**config.mk**
```make
export PLATFORM = sky130hd
export DESIGN_NAME = lsxd_core
export DESIGN_NICKNAME = d
export VERILOG_FILES = /design/src/hw/lsxd_pkg.sv /design/src/hw/lsxd_core.sv /design/src/hw/lsxd_ram.sv /design/src/hw/lsxd_ptr_mod.sv
export SDC_FILE = /design/constraint.sdc
export NUM_CORES = 1
export LEC_CHECK = 0
export BUFFER_PORTS_ARGS = -buffer_cell sky130_fd_sc_hd__buf_2
export CORE_ASPECT_RATIO = 1.2
export CORE_MARGIN = 2
export CORE_UTILIZATION = 50
export CTS_CLUSTER_DIAMETER = 200
export DETAILED_ROUTE_END_ITERATION = 8
export GPL_ROUTABILITY_DRIVEN = 1
export GPL_TIMING_DRIVEN = 0
export PLACE_DENSITY = 0.66
export SLEW_MARGIN = 10
export SYNTH_ARGS = -nofsm -noshare
export SYNTH_HDL_FRONTEND = slang
export SYNTH_HIERARCHICAL = 1
export SYNTH_SLANG_ARGS = --single-unit
export TNS_END_PERCENT = 100
```
**constraint.sdc**
```tcl
create_clock -name clk -period 7.5 [get_ports clk]
set_clock_uncertainty 0.05 [all_clocks]
set_input_delay 1.125 -clock clk [delete_from_list [all_inputs] [get_ports clk]]
set_output_delay 1.125 -clock clk [all_outputs]
set_load 0.02 [all_outputs]
```
**src/hw/lsxd_pkg.sv**
```systemverilog
/*
 * shared constants, carriers and opcode patterns for the transfer,
 * exchange and increment decoder of a 4-bit core.
 * assumes the fetch unit hands over one opcode byte per enabled cycle.
 */
package lsxd_pkg;
   // data path widths
   localparam int NIB_W = 4;  // nibble width
   localparam int HIGH_W = 3;  // pointer high field width
   localparam int PTR_W = 7;  // full data pointer width
   localparam int PORT_W = 2;  // output port pointer width
   localparam int TMR_W = 8;  // timer/counter width
   localparam int MOD_W = 2;  // modify code width
   localparam int GP_N = 4;  // number of general registers
   localparam int GP_SEL_W = 2;  // general register select width
   localparam int OP_W = 8;  // opcode byte width
   localparam int RAM_DEPTH = 128;  // data ram nibbles

   // reset values
   localparam logic [NIB_W-1:0] NIB_RST = 4'h0;
   localparam logic [HIGH_W-1:0] HIGH_RST = 3'h0;
   localparam logic [PORT_W-1:0] PORT_RST = 2'h0;
   localparam logic [TMR_W-1:0] TMR_RST = 8'h00;
   localparam logic [NIB_W-1:0] NIB_ONE = 4'h1;  // increment step
   localparam logic [HIGH_W-1:0] HIGH_ONE = 3'h1;  // high field step

   // data pointer carrier
   typedef struct packed {
      logic [HIGH_W-1:0] high;  // pointer_high_field
      logic [NIB_W-1:0] low;  // pointer_low_nibble
   } lsxd_ptr_t;

   // opcode byte carrier
   typedef struct packed {
      logic valid;  // byte present this cycle
      logic [OP_W-1:0] data;  // opcode or immediate
   } lsxd_op_t;

   // opcode pattern: byte matches when (byte & mask) == val
   typedef struct packed {
      logic [OP_W-1:0] mask;
      logic [OP_W-1:0] val;
   } lsxd_pat_t;

   typedef enum logic [1:0] {
      ST_FETCH = 2'h0,  // decode an opcode
      ST_TMR_IMM = 2'h1,  // take the timer immediate
      ST_SKIP = 2'h2,  // discard one instruction
      ST_SKIP_IMM = 2'h3  // discard a skipped immediate
   } lsxd_state_t;

   typedef enum logic [1:0] {
      MOD_NONE = 2'h0,  // leave high field
      MOD_INC = 2'h1,  // step high field up
      MOD_DEC = 2'h2,  // step high field down
      MOD_CLR = 2'h3  // clear high field
   } lsxd_mod_t;

   localparam lsxd_pat_t PAT_INC_ACC = '{8'hff, 8'h01};
   localparam lsxd_pat_t PAT_ACC_IMM = '{8'hf0, 8'h10};
   localparam lsxd_pat_t PAT_LOW_IMM = '{8'hf0, 8'h20};
   localparam lsxd_pat_t PAT_HIGH_IMM = '{8'hf8, 8'h60};
   localparam lsxd_pat_t PAT_TMR_IMM = '{8'hff, 8'h68};
   localparam lsxd_pat_t PAT_TMR_HI = '{8'hff, 8'h6a};
   localparam lsxd_pat_t PAT_TMR_LO = '{8'hff, 8'h6b};
   localparam lsxd_pat_t PAT_SWP_CH = '{8'hff, 8'h48};
   localparam lsxd_pat_t PAT_SWP_A = '{8'hff, 8'h49};
   localparam lsxd_pat_t PAT_SWP_L = '{8'hff, 8'h4a};
   localparam lsxd_pat_t PAT_SWP_AUX = '{8'hff, 8'h4b};
   localparam lsxd_pat_t PAT_LOW_TO_ACC = '{8'hff, 8'h55};
   localparam lsxd_pat_t PAT_ACC_TO_LOW = '{8'hff, 8'h54};
   localparam lsxd_pat_t PAT_INC_LOW = '{8'hff, 8'h57};
   localparam lsxd_pat_t PAT_PORT = '{8'hff, 8'h58};
   localparam lsxd_pat_t PAT_INC_MEM = '{8'hff, 8'h5d};
   localparam lsxd_pat_t PAT_GP_TO_ACC = '{8'hfc, 8'h84};
   localparam lsxd_pat_t PAT_ACC_TO_GP = '{8'hfc, 8'h80};
   localparam lsxd_pat_t PAT_INC_GP = '{8'hfc, 8'h88};
   localparam lsxd_pat_t PAT_STORE = '{8'hfc, 8'h90};
   localparam lsxd_pat_t PAT_LOAD_MEM = '{8'hfc, 8'h94};
   localparam lsxd_pat_t PAT_SWP_MEM = '{8'hfc, 8'h98};

   // pattern test shared by decoder and checks
   function automatic logic lsxd_hit(input logic [OP_W-1:0] op, input lsxd_pat_t p);
      return (op & p.mask) == p.val;
   endfunction : lsxd_hit
endpackage : lsxd_pkg

```
**src/hw/lsxd_core.sv**
```systemverilog
/*
 * decode and execute for loads, stores, swaps and increments.
 * assumes the fetch unit gives one byte per cycle and that the alu
 * owns carry updates outside this group.
 */
// Behaviour
// - immediate four bits load the accumulator
// - immediate four bits load pointer low
// - immediate three bits load pointer high
// - memory to accumulator, then modify high
// - copy between pointer low and accumulator
// - general register rr copied to accumulator
// - accumulator copied to general register rr
// - store accumulator, then increment pointer low
// - store, modify high, increment low
// - accumulator loads output port pointer
// - second byte loads the timer
// - swap accumulator with save a, aux
// - swap pointer low with low save
// - swap high and carry with save
// - swap accumulator with memory, modify high
// - increment accumulator, pointer low, memory
// - increment gp0, skip next on wrap
// - increment general registers one to three
// - data pointer is seven bits
// - port pointer is two bits
// - timer is eight bits
// - four general plus four save registers
`timescale 1ns/1ps
`default_nettype none
module lsxd_core #(
   parameter int TIMER_W = lsxd_pkg::TMR_W  // timer width
) (
   input wire logic clk,  // core clock
   input wire logic rst_n,  // async reset, active low
   input wire logic ce,  // freezes all state when low
   input wire lsxd_pkg::lsxd_op_t op,  // opcode byte stream
   input wire logic carry_we,  // alu writes carry
   input wire logic carry_in,  // alu carry value
   output logic [lsxd_pkg::NIB_W-1:0] acc,  // accumulator
   output lsxd_pkg::lsxd_ptr_t ptr,  // data pointer
   output logic [lsxd_pkg::PORT_W-1:0] port_ptr,  // output port pointer
   output logic [TIMER_W-1:0] timer,  // timer/counter value
   output logic carry,  // carry flag
   output logic [lsxd_pkg::GP_N-1:0][lsxd_pkg::NIB_W-1:0] gp,  // general regs
   output logic timer_load,  // pulse: timer was loaded
   output logic skipping  // current byte is being discarded
);
   import lsxd_pkg::*;

   initial begin
      if (TIMER_W != 2 * NIB_W) $error("timer must be two nibbles");
      if (PTR_W != HIGH_W + NIB_W) $error("pointer width mismatch");
   end

   ////////////////////////////////////////////////////////////////////////
   // state and next values

   lsxd_state_t state;  // sequencer state
   lsxd_state_t next_state;
   logic [NIB_W-1:0] save_ch;  // high-and-carry save
   logic [NIB_W-1:0] save_a;  // save register a
   logic [NIB_W-1:0] save_l;  // low save register
   logic [NIB_W-1:0] save_aux;  // aux_save_reg
   logic [NIB_W-1:0] next_acc;
   lsxd_ptr_t next_ptr;
   logic [PORT_W-1:0] next_port;
   logic [TIMER_W-1:0] next_timer;
   logic next_carry;
   logic [GP_N-1:0][NIB_W-1:0] next_gp;
   logic [NIB_W-1:0] next_save_ch;
   logic [NIB_W-1:0] next_save_a;
   logic [NIB_W-1:0] next_save_l;
   logic [NIB_W-1:0] next_save_aux;
   logic next_timer_load;
   logic mem_we;  // ram write strobe
   logic [NIB_W-1:0] mem_wd;  // ram write data
   logic [NIB_W-1:0] mem_rd;  // nibble at the current pointer
   logic [HIGH_W-1:0] high_mod;  // high field after modify
   logic [NIB_W-1:0] gp_inc;  // selected register plus one
   logic [GP_SEL_W-1:0] gp_sel;  // register select from opcode
   logic [OP_W-1:0] b;  // shorthand for the byte

   assign b = op.data;
   assign gp_sel = b[GP_SEL_W-1:0];
   assign gp_inc = gp[gp_sel] + NIB_ONE;

   ////////////////////////////////////////////////////////////////////////
   // helpers

   // high field modify, shared by load, store and swap forms
   lsxd_ptr_mod u_mod (
      .high_in(ptr.high),
      .code(b[MOD_W-1:0]),
      .high_out(high_mod)
   );

   // ram read is addressed by the next pointer so its register always
   // holds the nibble under the current pointer; costs no extra cycle
   lsxd_ram u_ram (
      .clk(clk),
      .ce(ce),
      .we(mem_we),
      .wa(ptr),
      .wd(mem_wd),
      .ra(next_ptr),
      .rd(mem_rd)
   );

   ////////////////////////////////////////////////////////////////////////
   // decode; at most one pattern can hit a given byte

   always_comb begin
      next_state = state;
      next_acc = acc;
      next_ptr = ptr;
      next_port = port_ptr;
      next_timer = timer;
      next_carry = carry_we ? carry_in : carry;  // alu update
      next_gp = gp;
      next_save_ch = save_ch;
      next_save_a = save_a;
      next_save_l = save_l;
      next_save_aux = save_aux;
      next_timer_load = 1'b0;
      mem_we = 1'b0;
      mem_wd = acc;
      case (state)
         ST_FETCH: begin
            if (op.valid) begin
               if (lsxd_hit(b, PAT_ACC_IMM)) begin
                  next_acc = b[NIB_W-1:0];
               end else if (lsxd_hit(b, PAT_LOW_IMM)) begin
                  next_ptr.low = b[NIB_W-1:0];
               end else if (lsxd_hit(b, PAT_HIGH_IMM)) begin
                  next_ptr.high = b[HIGH_W-1:0];
               end else if (lsxd_hit(b, PAT_LOAD_MEM)) begin
                  next_acc = mem_rd;
                  next_ptr.high = high_mod;
               end else if (lsxd_hit(b, PAT_LOW_TO_ACC)) begin
                  next_acc = ptr.low;
               end else if (lsxd_hit(b, PAT_ACC_TO_LOW)) begin
                  next_ptr.low = acc;
               end else if (lsxd_hit(b, PAT_GP_TO_ACC)) begin
                  next_acc = gp[gp_sel];
               end else if (lsxd_hit(b, PAT_ACC_TO_GP)) begin
                  next_gp[gp_sel] = acc;
               end else if (lsxd_hit(b, PAT_STORE)) begin
                  // code 00 is the plain store-increment
                  mem_we = 1'b1;
                  next_ptr.high = high_mod;
                  next_ptr.low = ptr.low + NIB_ONE;
               end else if (lsxd_hit(b, PAT_PORT)) begin
                  next_port = acc[PORT_W-1:0];
               end else if (lsxd_hit(b, PAT_TMR_IMM)) begin
                  next_state = ST_TMR_IMM;
               end else if (lsxd_hit(b, PAT_TMR_HI)) begin
                  next_acc = timer[TIMER_W-1:NIB_W];
               end else if (lsxd_hit(b, PAT_TMR_LO)) begin
                  next_acc = timer[NIB_W-1:0];
               end else if (lsxd_hit(b, PAT_SWP_A)) begin
                  next_acc = save_a;
                  next_save_a = acc;
               end else if (lsxd_hit(b, PAT_SWP_AUX)) begin
                  next_acc = save_aux;
                  next_save_aux = acc;
               end else if (lsxd_hit(b, PAT_SWP_L)) begin
                  next_ptr.low = save_l;
                  next_save_l = ptr.low;
               end else if (lsxd_hit(b, PAT_SWP_CH)) begin
                  // swap beats a concurrent alu carry write
                  {next_ptr.high, next_carry} = save_ch;
                  next_save_ch = {ptr.high, carry};
               end else if (lsxd_hit(b, PAT_SWP_MEM)) begin
                  mem_we = 1'b1;
                  next_acc = mem_rd;
                  next_ptr.high = high_mod;
               end else if (lsxd_hit(b, PAT_INC_ACC)) begin
                  next_acc = acc + NIB_ONE;
               end else if (lsxd_hit(b, PAT_INC_LOW)) begin
                  next_ptr.low = ptr.low + NIB_ONE;
               end else if (lsxd_hit(b, PAT_INC_MEM)) begin
                  mem_we = 1'b1;
                  mem_wd = mem_rd + NIB_ONE;
               end else if (lsxd_hit(b, PAT_INC_GP)) begin
                  next_gp[gp_sel] = gp_inc;
                  // only gp0 skips, and only on wrap to zero
                  if (gp_sel == '0 && gp_inc == NIB_RST) begin
                     next_state = ST_SKIP;
                  end
               end
            end
         end
         ST_TMR_IMM: begin
            if (op.valid) begin
               next_timer = b;
               next_timer_load = 1'b1;
               next_state = ST_FETCH;
            end
         end
         ST_SKIP: begin
            // a skipped two-byte load must swallow its immediate too
            if (op.valid) begin
               next_state = lsxd_hit(b, PAT_TMR_IMM) ? ST_SKIP_IMM : ST_FETCH;
            end
         end
         ST_SKIP_IMM: begin
            if (op.valid) begin
               next_state = ST_FETCH;
            end
         end
         default: begin
            next_state = ST_FETCH;
         end
      endcase
   end

   ////////////////////////////////////////////////////////////////////////
   // registers, one process per concern

   // sequencer and its visible flags
   always_ff @(posedge clk or negedge rst_n) begin
      if (!rst_n) begin
         state <= ST_FETCH;
         skipping <= 1'b0;
         timer_load <= 1'b0;
      end else if (ce) begin
         state <= next_state;
         skipping <= next_state == ST_SKIP || next_state == ST_SKIP_IMM;
         timer_load <= next_timer_load;
      end
   end

   // accumulator
   always_ff @(posedge clk or negedge rst_n) begin
      if (!rst_n) begin
         acc <= NIB_RST;
      end else if (ce) begin
         acc <= next_acc;
      end
   end

   // data pointer and carry
   always_ff @(posedge clk or negedge rst_n) begin
      if (!rst_n) begin
         ptr <= '{high: HIGH_RST, low: NIB_RST};
         carry <= 1'b0;
      end else if (ce) begin
         ptr <= next_ptr;
         carry <= next_carry;
      end
   end

   // port pointer and timer; counting lives elsewhere
   always_ff @(posedge clk or negedge rst_n) begin
      if (!rst_n) begin
         port_ptr <= PORT_RST;
         timer <= TMR_RST;
      end else if (ce) begin
         port_ptr <= next_port;
         timer <= next_timer;
      end
   end

   // general registers, one flop group per entry
   for (genvar g = 0; g < GP_N; g++) begin : g_gp
      always_ff @(posedge clk or negedge rst_n) begin
         if (!rst_n) begin
            gp[g] <= NIB_RST;
         end else if (ce) begin
            gp[g] <= next_gp[g];
         end
      end
   end

   // save registers
   always_ff @(posedge clk or negedge rst_n) begin
      if (!rst_n) begin
         save_ch <= NIB_RST;
         save_a <= NIB_RST;
         save_l <= NIB_RST;
         save_aux <= NIB_RST;
      end else if (ce) begin
         save_ch <= next_save_ch;
         save_a <= next_save_a;
         save_l <= next_save_l;
         save_aux <= next_save_aux;
      end
   end

   ////////////////////////////////////////////////////////////////////////
   // checks

   logic go;  // an opcode is decoded this cycle
   assign go = ce && op.valid && state == ST_FETCH;

   acc_imm_a: assert property (@(posedge clk) disable iff (!rst_n)
      go && lsxd_hit(b, PAT_ACC_IMM) |=> acc == $past(b[NIB_W-1:0]))
      else $error("accumulator immediate not loaded");

   low_imm_a: assert property (@(posedge clk) disable iff (!rst_n)
      go && lsxd_hit(b, PAT_LOW_IMM) |=> ptr.low == $past(b[NIB_W-1:0]))
      else $error("pointer low immediate not loaded");

   high_imm_a: assert property (@(posedge clk) disable iff (!rst_n)
      go && lsxd_hit(b, PAT_HIGH_IMM) |=> ptr.high == $past(b[HIGH_W-1:0]))
      else $error("pointer high immediate not loaded");

   mem_load_a: assert property (@(posedge clk) disable iff (!rst_n)
      go && lsxd_hit(b, PAT_LOAD_MEM) |=> acc == $past(mem_rd)
      && ptr.low == $past(ptr.low))
      else $error("memory load wrong");

   gp_copy_a: assert property (@(posedge clk) disable iff (!rst_n)
      go && lsxd_hit(b, PAT_GP_TO_ACC) |=> acc == $past(gp[gp_sel]))
      else $error("general register copy wrong");

   store_step_a: assert property (@(posedge clk) disable iff (!rst_n)
      go && lsxd_hit(b, PAT_STORE) |-> mem_we && mem_wd == acc
      ##1 ptr.low == $past(ptr.low) + NIB_ONE)
      else $error("store did not step pointer low");

   timer_imm_a: assert property (@(posedge clk) disable iff (!rst_n)
      go && lsxd_hit(b, PAT_TMR_IMM) ##1 (ce && op.valid)
      |=> timer == $past(b) && timer_load && state == ST_FETCH)
      else $error("timer immediate not loaded");

   timer_keep_a: assert property (@(posedge clk) disable iff (!rst_n)
      go && lsxd_hit(b, PAT_TMR_HI) |=> acc == $past(timer[TIMER_W-1:NIB_W])
      && $stable(timer))
      else $error("timer read wrong or disturbed");

   swap_a_a: assert property (@(posedge clk) disable iff (!rst_n)
      go && lsxd_hit(b, PAT_SWP_A) |=> acc == $past(save_a) && save_a == $past(acc))
      else $error("accumulator swap wrong");

   swap_ch_a: assert property (@(posedge clk) disable iff (!rst_n)
      go && lsxd_hit(b, PAT_SWP_CH) |=> {ptr.high, carry} == $past(save_ch))
      else $error("high and carry swap wrong");

   skip_wrap_a: assert property (@(posedge clk) disable iff (!rst_n)
      go && b == PAT_INC_GP.val && gp[0] == '1 |=> skipping && gp[0] == NIB_RST)
      else $error("wrap of gp0 did not skip");
endmodule : lsxd_core
`default_nettype wire

```
**src/hw/lsxd_ram.sv**
```systemverilog
/*
 * data ram of nibbles, one write and one read port, registered read.
 * assumes the read address is presented one cycle ahead of its use.
 */
`timescale 1ns/1ps
`default_nettype none
module lsxd_ram #(
   parameter int DEPTH = lsxd_pkg::RAM_DEPTH,  // nibbles held
   parameter int AW = lsxd_pkg::PTR_W,  // address width
   parameter int DW = lsxd_pkg::NIB_W  // data width
) (
   input wire logic clk,  // core clock
   input wire logic ce,  // freezes the ram when low
   input wire logic we,  // write strobe
   input wire logic [AW-1:0] wa,  // write address
   input wire logic [DW-1:0] wd,  // write data
   input wire logic [AW-1:0] ra,  // read address
   output logic [DW-1:0] rd  // registered read data
);
   import lsxd_pkg::*;

   initial begin
      if (DEPTH > (1 << AW) || DEPTH < 1) $error("ram depth does not fit address");
   end

   logic [DW-1:0] mem [DEPTH];  // storage, not reset like real ram

   // write port
   always_ff @(posedge clk) begin
      if (ce && we) begin
         mem[wa] <= wd;
      end
   end

   // read port; forwards a same-cycle write so the reader never sees stale data
   always_ff @(posedge clk) begin
      if (ce) begin
         rd <= (we && wa == ra) ? wd : mem[ra];
      end
   end
endmodule : lsxd_ram
`default_nettype wire

```
**src/hw/lsxd_ptr_mod.sv**
```systemverilog
/*
 * modify unit for the data pointer high field after memory operations.
 * assumes the code comes straight from the opcode low bits.
 */
`timescale 1ns/1ps
`default_nettype none
module lsxd_ptr_mod (
   input wire logic [lsxd_pkg::HIGH_W-1:0] high_in,  // current high field
   input wire logic [lsxd_pkg::MOD_W-1:0] code,  // modify code
   output logic [lsxd_pkg::HIGH_W-1:0] high_out  // modified high field
);
   import lsxd_pkg::*;

   // wraps within the field on purpose: array walks roll over the page
   always_comb begin
      case (lsxd_mod_t'(code))
         MOD_NONE: high_out = high_in;  // plain form
         MOD_INC: high_out = high_in + HIGH_ONE;
         MOD_DEC: high_out = high_in - HIGH_ONE;
         MOD_CLR: high_out = HIGH_RST;
         default: high_out = high_in;
      endcase
   end
endmodule : lsxd_ptr_mod
`default_nettype wire

```
Yosys cells after proc, flatten, opt, wreduce, memory -nomap -nowiden
Memory sizes are Yosys's and may differ from the RTL's. A register that Yosys moved wholly into a read port is not among the register bits.
Index checks and enable logic that the tools add are counted.
{"block": "word_totals", "regBits": 58, "ram_bits": 512, "input_bits": 14, "out_inout_bits": 40, "elab_cells": 280, "memories": 1}
{"memory": "u_ram.mem", "words": 128, "word_bits": 4, "read_ports": 1, "rd_ports_with_merged_regs": 1, "wr": 1, "line": "lsxd_ram.sv:26", "source": "logic [DW-1:0] mem [DEPTH];"}
{"block": "op_classes", "add_sub_neg": 6, "order_cmp": 2, "n_eq_ne": 52, "n_mux": 168, "n_bitwise": 16, "n_reduce_logical": 18}
{"cell": "$mux W16", "count": 15}
{"cell": "$mux W4", "count": 53}
{"cell": "$eq A8 B7 Y1 const B", "count": 12}
{"cell": "$mux W7", "count": 13}
{"cell": "$mux W2", "count": 27}
{"cell": "$mux W1", "count": 47}
{"cell": "$eq A6 B6 Y1 const B", "count": 6}
{"cell": "$bwmux W16", "count": 2}
{"cell": "$ne A2 B2 Y1 const B", "count": 15}
{"cell": "$reduce_and A13 Y1", "count": 2}
{"cell": "$reduce_and A24 Y1", "count": 1}
{"cell": "$mux W3", "count": 7}
{"cell": "$ne A5 B5 Y1 const B", "count": 4}
{"cell": "$reduce_and A20 Y1", "count": 1}
{"cell": "$reduce_and A19 Y1", "count": 1}
{"cell": "$ne A9 B9 Y1 const B", "count": 2}
{"cell": "$reduce_and A18 Y1", "count": 1}
{"cell": "$reduce_and A17 Y1", "count": 1}
{"cell": "$add A4 B1 Y4 const B", "count": 4}
{"cell": "$not A1 Y1", "count": 16}
{"cell": "$eq A2 B2 Y1 const B", "count": 6}
{"cell": "$pmux W3 S4", "count": 1}
{"cell": "$reduce_bool A10 Y1", "count": 1}
{"cell": "$bmux W4 S2", "count": 1}
{"cell": "other kinds (19)", "count": 23}

Longest topological paths before layout
{"block": "depth", "depth_word": 32, "mapped_depth": 19, "depth_no_buf": 16}

Hierarchy
The synthesis kept the hierarchy.
{"mod": "lsxd_ram", "n_inst": 1, "cells_each": 1132, "area_per_inst_um2": 20862.5, "seq_area_each_um2": 15494.9}
{"mod": "lsxd_core", "n_inst": 1, "cells_each": 463, "area_per_inst_um2": 4102.7, "seq_area_each_um2": 1451.4}
{"mod": "lsxd_ptr_mod", "n_inst": 1, "cells_each": 16, "area_per_inst_um2": 108.9, "seq_area_each_um2": 0.0}

Least setup slack after synthesis
OpenSTA, ideal clock, no wires.
{"block": "synth_path", "kind": "input-to-reg", "startpoint": "in op[7] (netlist bit)", "endpoint": "mem u_ram/mem[0][0] (netlist bit) (data pin)", "setup_time_ns": 0.899, "arrival_ns": 5.986, "required_ns": 6.551, "path_slack_ns": 0.565, "path_stages": 6, "n_path_buf": 1, "path_cell_list": "buf_2 > nor4b_1 > nor3_4 > o311ai_2 > nor3_2 > a21oi_1"}
{"block": "synth_via", "elab_chain_len": 24, "elab_cells_between_ends": 44, "classes_between": "eq/ne (21); mux (23)"}
{"item": "start: declaration", "line": "lsxd_core.sv:37", "source": "input wire lsxd_pkg::lsxd_op_t op,"}
{"item": "$eq A8 B7 Y1", "line": "lsxd_pkg.sv:84", "source": "return (op & p.mask) == p.val;"}
{"item": "$mux W4", "line": "lsxd_core.sv:182", "source": "end else if (lsxd_hit(b, PAT_INC_MEM)) begin"}
{"item": "$mux W4", "line": "lsxd_core.sv:180", "source": "end else if (lsxd_hit(b, PAT_INC_LOW)) begin"}
{"item": "$mux W4", "line": "lsxd_core.sv:178", "source": "end else if (lsxd_hit(b, PAT_INC_ACC)) begin"}
{"item": "$mux W4", "line": "lsxd_core.sv:174", "source": "end else if (lsxd_hit(b, PAT_SWP_MEM)) begin"}
{"item": "$mux W4", "line": "lsxd_core.sv:170", "source": "end else if (lsxd_hit(b, PAT_SWP_CH)) begin"}
{"item": "$mux W4", "line": "lsxd_core.sv:167", "source": "end else if (lsxd_hit(b, PAT_SWP_L)) begin"}
{"item": "$mux W4", "line": "lsxd_core.sv:164", "source": "end else if (lsxd_hit(b, PAT_SWP_AUX)) begin"}
{"item": "(+9 left out)"}
{"item": "$mux W4", "line": "lsxd_core.sv:140", "source": "end else if (lsxd_hit(b, PAT_LOW_TO_ACC)) begin"}
{"item": "$mux W4", "line": "lsxd_core.sv:137", "source": "end else if (lsxd_hit(b, PAT_LOAD_MEM)) begin"}
{"item": "$mux W4", "line": "lsxd_core.sv:135", "source": "end else if (lsxd_hit(b, PAT_HIGH_IMM)) begin"}
{"item": "$mux W4", "line": "lsxd_core.sv:133", "source": "end else if (lsxd_hit(b, PAT_LOW_IMM)) begin"}
{"item": "$mux W4 (*)", "line": "lsxd_core.sv:131", "source": "if (lsxd_hit(b, PAT_ACC_IMM)) begin"}
{"item": "$mux W4 (*)", "line": "lsxd_core.sv:130", "source": "if (op.valid) begin"}
{"item": "$mux W4 (*)", "line": "lsxd_core.sv:128", "source": "case (state)"}
{"item": "net mem_wd[0]", "line": "lsxd_core.sv:77", "source": "logic [NIB_W-1:0] mem_wd;"}
{"item": "end: declaration", "line": "lsxd_ram.sv:26"}
Mark *: on every way through the listed nets, which the timed path passes. The rest lies on a longest branch.

==> summary.md <==
| Metric | Value |
|---|---|
| Full die area | 52000 um2 |
| Placed cell count | 2311 |
| Design Power | 0.00890 W |
| Leak | 9.36 nW |
| Synth top area cells | edfxtp_1 62%, mux4_2 9.3%, dfrtp_1 5.8% |
| Via count | 15848 |
| CP bufs+invs | 6 |
| Via density | 6.56 |
| Syn nets | 1633 |
| CP Depth | 16 |
| Crit-path cells | buf_2 -> clkbuf_1 -> clkbuf_1 -> nor4_1 -> o21ai_0 -> o311ai_1 -> and3_1 -> o31ai_1 -> buf_2 -> clkbuf_1 -> clkbuf_1 -> nor2_1 -> o22ai_1 -> a221o_1 -> nand3_1 -> a221oi_1 |
| Clk pin slew, worst setup/hold paths | 0.06 ns |
| Initial antenna violation count | 0 |
| Most frequent CP cell | clkbuf_1 |
| Peak Freq | 145 MHz |
| Worst r2r path cells | 14 |
| Hold Crit Depth | 1 |
| Post-Synthesis Cells | 1611 |
| Synth top area share | 61.8% |
| Post-synth top area cell | edfxtp_1 |
| Mean post-synth cell area | 15.6 um2 |
| Final WS setup | 0.592 ns |
| Slowest cell on the critical path | clkbuf_1 |
| Pre-CTS WS | -0.00480 ns |
| Netlist cell types | 85 |
| HPWL after detailed placement | 49600 um |
| Top-count cell post-synth | edfxtp_1 |
| Yosys warning total | 6 |
| Worst Path Arrival | 7.19 ns |
| Clock root buffer | clkbuf_16 |
| GPL Wtd Cong | 0.955 |
| CTS tree | done |
| Final wirelength | 72600 um |
| RR Endpoint | u_ram/rd[0]$_DFFE_PP_ |
| Via count of the first global-routing pass | 15407 |
| Worst setup EP type | flop |
| EDFF count, synth | 516 |
| Remaining global-route overflow | 0 |
| Final Setup Violations | 0 |
| RR Startpoint | ptr[1]$_DFFE_PN0P_ |
| Die width | 208 um |
| Largest net degree at the start of global routing | 130 |
| Mapped cell area | 25100 um2 |
| Syn-to-layout area delta | 12.7% |
| Core area | 49300 um2 |
| H-tree levels | 2 |
| Sink Count | 574 |
| Main synth FF type | edfxtp_1 |
| Max Buffers Root-to-Sink | 3 |
| Worst-case vdd ir drop | 0.210 mV |
| Fill cell count | 3794 |
| Area of the multi-input gates | 7630 um2 |
| Outcome | completed |
| Inserted Diodes | 0 |
| Top delay family on crit path | buffers and inverters |
| WHS Endpoint | port_ptr[1]$_DFFE_PN0P_ |
| Final Hold Vio Count | 0 |
| Residual DRC | 0 |
| Rows | 89 |
| Most instantiated cells after synthesis | 516 x edfxtp_1, 179 x nor2_1, 123 x nand2_1, 104 x mux4_2, 68 x mux2i_1 |
| Placed cell area | 26400 um2 |
| Detailed Route Iter0 Violations | 2057 |
| Rel. slew slack | 5.71% |
| Crit Path Category | input port to flop |
| PD cells | 315 nW/um2 |
| Nets | 1754 |
| Post-CTS setup buffers | 0 |
| Hold WS | 0.437 ns |
| FF+latch count, synth | 574 |
| Max FO, Critical Path | 10 |
| Layout Cells excl Fill | 2416 |
| Initial Utilization | 50.8% |
| Routed length per instance | 30.1 um |
| Initial DRT Pass Iterations | 6 |
| Worst Path Required | 7.78 ns |
| RSZ-0062 raised after global routing | no |
| Worst Hold Class | flop to flop |
| Final Cell Area | 28300 um2 |
| Top Ports | 54 |
| Worst path max stage delay | 0.90 ns |
| Flip-flop and latch area | 16900 um2 |
| Worst-Margin Slew | 1.41 ns |
| Crit start category | input port |
| Slew Limit Fails | 0 |
| Post-CTS Hold Fix Bufs | 0 |
| Post-synth ARST share | 10.1% |
| Cts repair resizes | 0 |
| Antenna-violating nets left | 0 |
| Tcrit/Tclk final | 92.1% |
| Sequential share of the synthesized area | 67.6% |
| Worst-Skew Late Latency | 0.64 ns |
| Die Y-Extent | 249 um |
| First-pass GRT wire length | 105000 um |
| Reg2Reg Setup Slack | 1.37 ns |
| IO Port Bufs | 52 |
| Min Tclk post-route | 6.91 ns |
| CTS Buf Count | 56 |
| Hold Path Origin | port_ptr[1]$_DFFE_PN0P_ |
| # Max-Cap Violations | 0 |
| Layout cells sized above 1 | 18.6% |
| Total track usage | 28.0% |
## registers in the layout, indices dropped and copies added, names as in the netlist, 7 cells and up
| register | count |
|---|---|
| ptr | 7 |
| gp | 16 |
| u_ram/mem | 512 |
| timer | 8 |
## per-stage QoR
stage / setup TNS (ns) / util, %
5_1_grt: 0 / 57.3
2_1_floorplan: 0 / -
4_1_cts: 0 / 57.3
6_report: 0 / 57.3
3_5_place_dp: -0.00480 / 53.6
3_3_place_gp: -1425.05 / 53.0
## cell families after synthesis
kind of cell	count (synthesis)	share of synthesized area (%)
XOR/XNOR	15	0.524
adder cells (fa/ha/maj)	8	0.429
multiplexers	216	14.1
flip-flops	574	67.6
AND/OR/NAND/NOR	466	8.84
AO/OA/AOI/OAI	220	6.26
buffers and inverters	112	2.27
## worst reg2reg max path, stage by stage (launching register included)
cell and delay, ns:
dfrtp_1 0.60, ha_1 0.44, nor4_1 0.06, o21ai_0 0.18, o311ai_1 0.16, and3_1 0.23, o31ai_1 0.40, buf_2 0.37
clkbuf_1 0.91, clkbuf_1 0.86, nor2_1 0.16, o22ai_1 0.36, a221o_1 0.26, nand3_1 0.16, a221oi_1 0.64
## per-layer routing
metal | up-vias | global-route usage [%] | share of wire [%]
met5 | - | 0 | 0
met4 | 0 | 14.0 | 5.1
met3 | 196 | 5.71 | 9.9
met2 | 973 | 45.4 | 48
met1 | 8071 | 36.2 | 37
li1 | 6608 | - | -
## worst max-delay path by stage
stage	startpoint	end	slack, ns
final	op[0]	u_ram/rd[0]$_DFFE_PP_	0.59
after CTS	op[7]	u_ram/rd[1]$_DFFE_PP_	0.63
after global placement	op[7]	u_ram/rd[3]$_DFFE_PP_	-4.09
after floorplan	op[7]	u_ram/mem[0][0]$_DFFE_PP_	0.57
after detailed placement	op[7]	u_ram/rd[1]$_DFFE_PP_	-0.005
after global routing	op[0]	u_ram/rd[1]$_DFFE_PP_	0.51
## layout by cell type, fill, tap and decap left out, types with 20 or more instances in the layout
master	count
mux4_2	104
dfrtp_1	58
buf_2	71
nand2_1	123
edfxtp_1	516
mux2_2	20
nor2_1	179
clkbuf_1	65
mux2i_1	68
o21ai_0	23
nand3_1	42
clkbuf_16	56
a21oi_1	32
o21ai_1	21
## where the power goes
part           internal, W  switching, W  total, W
clock              0.00156       0.00122   0.00278
combinational     0.000694       0.00145   0.00215
sequential         0.00389     0.0000940   0.00398
total              0.00614       0.00277   0.00890
## final cells by class
cell class | instances | area share (%)
multi-input cells | 925 | 27.0
plain buffers | 96 | 1.80
inverters | 16 | 0.213
clock inverters | 35 | 1.25
repair buffers | 63 | 1.82
clock buffers | 70 | 5.14
well taps | 637 | 2.82
flip-flops and latches | 574 | 60.0
Power figures use the tool's default switching activity.
